[src/hdl/bus_cfg.svh]
// Purpose: Constants for the READY-driven external bus cycle controller
// Assumes: 10 MHz CPU clock, byte-addressed register port with 8-bit address
// Notes: Register offsets are word aligned
`ifndef BUS_CFG_SVH
`define BUS_CFG_SVH

`define REG_ADDR_W 8
`define REG_CONFIG 8'h00
`define REG_STATUS 8'h04

// Configuration register fields
`define CFG_WS_LSB 0
`define CFG_WS_W 4
`define CFG_RW_DELAY_BIT 4
`define CFG_MUX_BIT 5
`define CFG_TRISTATE_BIT 6
`define CFG_READY_EN_BIT 7
`define CFG_ASYNC_BIT 8
`define CFG_W 9
`define CFG_RESET 9'h000

// Status register fields
`define STAT_BUSY_BIT 0
`define STAT_STATE_LSB 4
`define STAT_READY_WS_LSB 8
`define READY_WS_W 8

`endif

[src/hdl/bus_pkg.sv]
// Purpose: Types shared by the bus cycle controller files
// Assumes: Nothing beyond the constants header
// Notes: State order is visible in the status register
package bus_pkg;
   typedef enum logic [2:0] {
      IDLE,
      RW_DELAY,
      COMMAND,
      READY_WAIT,
      MUX_WAIT,
      TRI_WAIT
   } bus_state_type;
endpackage

[src/hdl/ready_sync_if.sv]
// Purpose: Carries the READY pin, its mode and the qualified level
// Assumes: One clock domain
// Notes: Used between the controller and the READY synchroniser
`timescale 1ns/1ps
`default_nettype none
interface ready_sync_if;
   logic ready_b_pin;
   logic async_mode;
   logic ready_b_used;
   modport controller (output ready_b_pin, output async_mode, input ready_b_used);
   modport sync (input ready_b_pin, input async_mode, output ready_b_used);
endinterface
`default_nettype wire

[src/hdl/bus_ready_waitstate_control.sv]
// Purpose: External bus cycle sequencer with memory, READY and post-cycle waitstates
// Assumes: Requests are always synchronous; READY pin level is synchronous unless async mode is set
// Notes: ready_b is active low; low at the sampling point ends the cycle
`timescale 1ns/1ps
`default_nettype none
`include "bus_cfg.svh"

module bus_ready_waitstate_control (
   input wire logic clock,
   input wire logic rst_b,
   input wire logic [`REG_ADDR_W-1:0] reg_addr,
   input wire logic [31:0] reg_wdata,
   input wire logic reg_write,
   input wire logic reg_read,
   output logic [31:0] reg_rdata,
   input wire logic cycle_req,
   input wire logic cycle_is_write,
   output logic cycle_accept,
   output logic cycle_done,
   input wire logic ready_b,
   output logic read_strobe_b,
   output logic write_strobe_b,
   output logic system_clock_output
);
   logic [`CFG_W-1:0] config_reg;
   bus_pkg::bus_state_type state_reg;
   bus_pkg::bus_state_type state_next;
   logic [`CFG_WS_W-1:0] ws_count_reg;
   logic [`READY_WS_W-1:0] ready_ws_reg;
   logic is_write_reg;
   logic cycle_done_reg;
   logic read_strobe_b_reg;
   logic write_strobe_b_reg;
   logic [31:0] reg_rdata_reg;
   logic [`CFG_WS_W-1:0] mem_ws;
   logic rw_delay_en;
   logic mux_mode;
   logic tristate_en;
   logic ready_ctrl_en;
   logic not_ready;
   logic sample_point;
   logic end_now;
   logic strobe_next;

   ready_sync_if rdy_if ();

   ready_sync sync_inst (
      .clock (clock),
      .rst_b (rst_b),
      .rdy (rdy_if.sync)
   );

   assign rdy_if.ready_b_pin = ready_b;
   assign rdy_if.async_mode = config_reg[`CFG_ASYNC_BIT];
   assign mem_ws = config_reg[`CFG_WS_LSB +: `CFG_WS_W];
   assign rw_delay_en = config_reg[`CFG_RW_DELAY_BIT];
   assign mux_mode = config_reg[`CFG_MUX_BIT];
   assign tristate_en = config_reg[`CFG_TRISTATE_BIT];
   assign ready_ctrl_en = config_reg[`CFG_READY_EN_BIT];
   // A responder that releases READY on the trailing strobe edge is seen as not ready
   assign not_ready = rdy_if.ready_b_used;

   // READY is looked at once the programmed waitstates are used up
   assign sample_point = (state_reg == bus_pkg::COMMAND && ws_count_reg == '0)
      || state_reg == bus_pkg::READY_WAIT;
   assign end_now = sample_point && !(ready_ctrl_en && not_ready);

   always_comb begin
      state_next = state_reg;
      case (state_reg)
         bus_pkg::IDLE: begin
            if (cycle_req) begin
               state_next = rw_delay_en ? bus_pkg::RW_DELAY : bus_pkg::COMMAND;
            end
         end
         bus_pkg::RW_DELAY: begin
            state_next = bus_pkg::COMMAND;
         end
         bus_pkg::COMMAND, bus_pkg::READY_WAIT: begin
            if (end_now) begin
               if (mux_mode) begin
                  state_next = bus_pkg::MUX_WAIT;
               end else if (tristate_en) begin
                  state_next = bus_pkg::TRI_WAIT;
               end else begin
                  state_next = bus_pkg::IDLE;
               end
            end else if (sample_point) begin
               state_next = bus_pkg::READY_WAIT;
            end
         end
         bus_pkg::MUX_WAIT: begin
            state_next = tristate_en ? bus_pkg::TRI_WAIT : bus_pkg::IDLE;
         end
         bus_pkg::TRI_WAIT: begin
            state_next = bus_pkg::IDLE;
         end
         default: begin
            state_next = bus_pkg::IDLE;
         end
      endcase
   end

   assign strobe_next = state_next == bus_pkg::COMMAND || state_next == bus_pkg::READY_WAIT;
   assign cycle_accept = state_reg == bus_pkg::IDLE && cycle_req;

   always_ff @(posedge clock) begin
      if (!rst_b) begin
         state_reg <= bus_pkg::IDLE;
      end else begin
         state_reg <= state_next;
      end
   end

   // Memory waitstate countdown, loaded on entry to the command phase
   always_ff @(posedge clock) begin
      if (!rst_b) begin
         ws_count_reg <= '0;
      end else if (state_next == bus_pkg::COMMAND && state_reg != bus_pkg::COMMAND) begin
         ws_count_reg <= mem_ws;
      end else if (state_reg == bus_pkg::COMMAND && ws_count_reg != '0) begin
         ws_count_reg <= ws_count_reg - 1'b1;
      end
   end

   always_ff @(posedge clock) begin
      if (!rst_b) begin
         is_write_reg <= 1'b0;
      end else if (cycle_accept) begin
         is_write_reg <= cycle_is_write;
      end
   end

   // Strobes driven from flops so the pins carry no decode glitches
   always_ff @(posedge clock) begin
      if (!rst_b) begin
         read_strobe_b_reg <= 1'b1;
         write_strobe_b_reg <= 1'b1;
      end else begin
         read_strobe_b_reg <= !(strobe_next && !(cycle_accept ? cycle_is_write : is_write_reg));
         write_strobe_b_reg <= !(strobe_next && (cycle_accept ? cycle_is_write : is_write_reg));
      end
   end

   always_ff @(posedge clock) begin
      if (!rst_b) begin
         cycle_done_reg <= 1'b0;
      end else begin
         cycle_done_reg <= (state_reg == bus_pkg::COMMAND || state_reg == bus_pkg::READY_WAIT)
            && end_now;
      end
   end

   // READY waitstates of the current or last cycle, saturating
   always_ff @(posedge clock) begin
      if (!rst_b) begin
         ready_ws_reg <= '0;
      end else if (cycle_accept) begin
         ready_ws_reg <= '0;
      end else if (state_next == bus_pkg::READY_WAIT && ready_ws_reg != '1) begin
         ready_ws_reg <= ready_ws_reg + 1'b1;
      end
   end

   always_ff @(posedge clock) begin
      if (!rst_b) begin
         config_reg <= `CFG_RESET;
      end else if (reg_write && reg_addr == `REG_CONFIG) begin
         config_reg <= reg_wdata[`CFG_W-1:0];
      end
   end

   always_ff @(posedge clock) begin
      if (!rst_b) begin
         reg_rdata_reg <= 32'h00000000;
      end else if (reg_read && reg_addr == `REG_CONFIG) begin
         reg_rdata_reg <= {{(32-`CFG_W){1'b0}}, config_reg};
      end else if (reg_read && reg_addr == `REG_STATUS) begin
         reg_rdata_reg <= {16'h0000, ready_ws_reg, 1'b0, state_reg, 3'h0,
            state_reg != bus_pkg::IDLE};
      end else begin
         reg_rdata_reg <= 32'h00000000;
      end
   end

   assign reg_rdata = reg_rdata_reg;
   assign cycle_done = cycle_done_reg;
   assign read_strobe_b = read_strobe_b_reg;
   assign write_strobe_b = write_strobe_b_reg;
   // CPU clock forwarded; the responder times READY against it
   assign system_clock_output = clock;

   // Helper: cycles spent in the command phase of the current cycle
   logic [`CFG_WS_W:0] cmd_len_reg;
   always_ff @(posedge clock) begin
      if (!rst_b || state_reg != bus_pkg::COMMAND) begin
         cmd_len_reg <= '0;
      end else begin
         cmd_len_reg <= cmd_len_reg + 1'b1;
      end
   end
endmodule
`default_nettype wire

[src/hdl/ready_sync.sv]
// Purpose: Two-stage synchroniser for an asynchronous READY input
// Assumes: Synchronous READY meets setup and hold to the clock
// Notes: Async mode adds two cycles of latency to READY recognition
`timescale 1ns/1ps
`default_nettype none
module ready_sync (
   input wire logic clock,
   input wire logic rst_b,
   ready_sync_if.sync rdy
);
   logic meta_reg;
   logic stable_reg;

   // Reset to not-ready so a stale level cannot end a cycle
   always_ff @(posedge clock) begin
      if (!rst_b) begin
         meta_reg <= 1'b1;
         stable_reg <= 1'b1;
      end else begin
         meta_reg <= rdy.ready_b_pin;
         stable_reg <= meta_reg;
      end
   end

   assign rdy.ready_b_used = rdy.async_mode ? stable_reg : rdy.ready_b_pin;
endmodule
`default_nettype wire

[config.mk]
export PLATFORM = sky130hd
export DESIGN_NAME = bus_ready_waitstate_control
export DESIGN_NICKNAME = d
export VERILOG_FILES = /design/src/hdl/bus_pkg.sv /design/src/hdl/ready_sync_if.sv /design/src/hdl/bus_ready_waitstate_control.sv /design/src/hdl/ready_sync.sv
export VERILOG_INCLUDE_DIRS = /design/src /design/src/hdl
export SDC_FILE = /design/constraint.sdc
export NUM_CORES = 1
export LEC_CHECK = 0
export BUFFER_PORTS_ARGS = -buffer_cell sky130_fd_sc_hd__buf_2
export CORE_MARGIN = 2
export CORE_UTILIZATION = 40
export CTS_BUF_LIST = sky130_fd_sc_hd__clkbuf_4
export CTS_CLUSTER_SIZE = 10
export DETAILED_ROUTE_END_ITERATION = 10
export GPL_TIMING_DRIVEN = 0
export PLACE_DENSITY = 0.83
export SYNTH_ARGS = -nofsm -noshare
export SYNTH_HDL_FRONTEND = slang
export SYNTH_SLANG_ARGS = --single-unit
[constraint.sdc]
create_clock -name clock -period 1.7 [get_ports clock]
set_input_delay 0.34 -clock clock [delete_from_list [all_inputs] [get_ports clock]]
set_output_delay 0.34 -clock clock [all_outputs]
set_load 0.03 [all_outputs]
==> metrics.txt <==
worst-path maximum fanout 5; Pwr Total 0.00236 W; Logic pwr share 0.140; drt wl/cell 14.2 um; worst-path cell chain inv_2 -> ha_4 -> or3b_4 -> and3_4 -> buf_6 -> o31a_1 -> a31o_1 -> a21oi_2; Sw Share 0.268; CP Data Arrival Time 2.42 ns; initial antenna violation count 0; Syn. warnings 0; hold path startpoint ready_b; final antenna-violating net count 0; setup ws final -0.291 ns; most frequent cell after synthesis dfxtp_1; worst clock skew 0.00485 ns; final net count between 300 and 400; fill cell count 413; final WL 5310 um; worst-case vdd ir drop 791 uV; max_cap viols 0; IO buf count 43; ys async rst share 0; Sequential Power Share 0.466; number of synthesized flops with an enable pin 0; row count 26; Initial Util 0.408; core area 5040 sq um; Crit Reg-Reg Startpoint ws_count_reg[0]; largest net degree at the start of global routing 15; Post-DP HPWL 3100 um; Slowest-stage cell, CP or3b_4; cell family with most CP delay compound AO/OA/AOI/OAI gates; Final min period 1.99 ns; Buf/Inv on CP 2; leak pwr between 1 and 1.5 nW; TritonCTS clock tree built; most frequent cells after synthesis dfxtp_1 (46), buf_4 (17), mux2i_1 (17); Clk pin slew, worst setup/hold paths 0.13 ns; Cells after Synth 216; share of cells above drive strength 1 0.416; slowest stage delay, CP 0.38 ns; die width roughly 76 um; Tcrit/Tclk final 1.17; Hold Fails Final Rpt 0; number of global-route vias before repair 1823; predominant post-synthesis flop cell dfxtp_1; flops & latches, synth 46; CTS Hold Bufs 0; Synth top area share 0.447; final setup fails 18; Layout area overhead 39.7%; max FFs per register 16; failing checks setup timing; post-layout util 0.570; leading area contributor after synthesis dfxtp_1; pre-CTS setup slack -0.239 ns; Slew headroom 0.657; crit path from ws_count_reg[0]; drt via density 5.10; register area 930 sq um; Worst Setup End Kind flop; Critical Path Source Type flop; Via Count about 1900; GRT Overall Usage 0.193; HP Class primary input to flop; Slew Limit Fails 0; clock latency at the later pin of the worst-skew pair 0.50 ns; Synth Cell Area a little over 2000 sq um; area occupied by multi-input gates between 1000 and 1500 sq um; internal power component 0.00172 W; worst-margin pin slew approximately 0.5 ns; Req. time, crit path 2.13 ns; die area 5740 sq um; Yosys cell types 46; RSZ-0062 raised after global routing true; Die H roughly 76 um; critical path class flop to flop; power per cell area 819 nW/um^2; Net Switching 0.000633 W; routability cong. between 0.7 and 0.8; outcome finished with violations; drt pass-1 iters 4; DR DRC count 0; sequential area share after synthesis 0.447; I/O pin total 84; first-pass GRT wire length 8110 um; largest cells by area after synthesis dfxtp_1 (45%), mux2i_1 (8.3%), buf_4 (6.2%); syn_area_per_cell approximately 9.5 sq um; clock power share 0.394; GR Overflow Total 0; Initial DRC Count 174; FMAX 0.502 GHz; diode count 0
==> placed cells by master, fill, tap and decap left out, drive strengths merged, types with 2 or more instances in the layout <==
master  count
buf        82
dfxtp      46
mux2i      17
conb       16
nor2b      15
clkbuf     14
and2       11
nor2       11
nand2      11
a21oi       9
o21ai       7
nand3       5
inv         5
nand4       4
o31ai       4
and3        4
nor3        4
nand2b      4
or3         4
or4         3
nor4        3
ha          3
o311ai      2
a222oi      2
o21a        2
==> what timing repair did <==
item,in CTS,in global routing
resized for setup,31,19
pin swaps,10,11
setup buffers,11,5
gates cloned,1,1
endpoints found under the setup margin,17,19
==> routing by layer <==
layer	vias to the layer above	routed length [um]	share of wire	track usage
met5	-	0	0	0
met4	0	208	0.039	0.123
met3	20	343	0.065	0.0688
met2	92	2840	0.54	0.322
met1	881	1920	0.36	0.206
li1	908	-	-	-
==> cells by family after synthesis <==
group | synth area share
AND/OR/NAND/NOR | 0.226
flip-flops | 0.447
AO/OA/AOI/OAI | 0.126
buffers and inverters | 0.0942
multiplexers | 0.0826
adder cells (fa/ha/maj) | 0.0182
other | 0.00182
XOR/XNOR | 0.00425
==> path summary, 6_finish.rpt <==
check                          to  slack [ns]  depth (start not counted)
max               ready_ws_reg[2]       -0.29                          8
min            sync_inst.meta_reg        0.07                          2
max reg2reg       ready_ws_reg[2]       -0.29                          8
min reg2reg  sync_inst.stable_reg        0.44                          1
==> area by class of cell <==
class | count | area share
Clock inverter | 2 | 0.0130
Buffer | 26 | 0.0696
Tap cell | 70 | 0.0304
Clock buffer | 10 | 0.0274
Sequential cell | 46 | 0.323
Timing Repair Buffer | 60 | 0.139
Multi-Input combinational cell | 154 | 0.391
Inverter | 5 | 0.00652
==> power by group through the flow <==
stage	clock, W	sequential, W	combinational [W]
finish	0.000928	0.00110	0.000331
global route	0.00101	0.00110	0.000355
CTS	0.000931	0.00110	0.000306
detailed placement	0.000106	0.00112	0.000238
global placement	0.000106	0.00112	0.000232
floorplan	0.0000881	0.00113	0.000175
==> metrics by stage <==
step / setup TNS (ns) / std cells / cell area [sq um] / hold slack (ns)
after floorplan: -0.241 / 231 / 2120 / 0.386
after global placement: -1.52 / 344 / 2420 / 0.390
after detailed placement: -2.48 / 344 / 2420 / 0.403
after CTS: -2.16 / 367 / 2760 / 0.0736
after global routing: -3.84 / 373 / 2880 / 0.0725
final: -2.70 / 373 / 2880 / 0.0746
No activity file was read; power rests on OpenSTA's default activity.
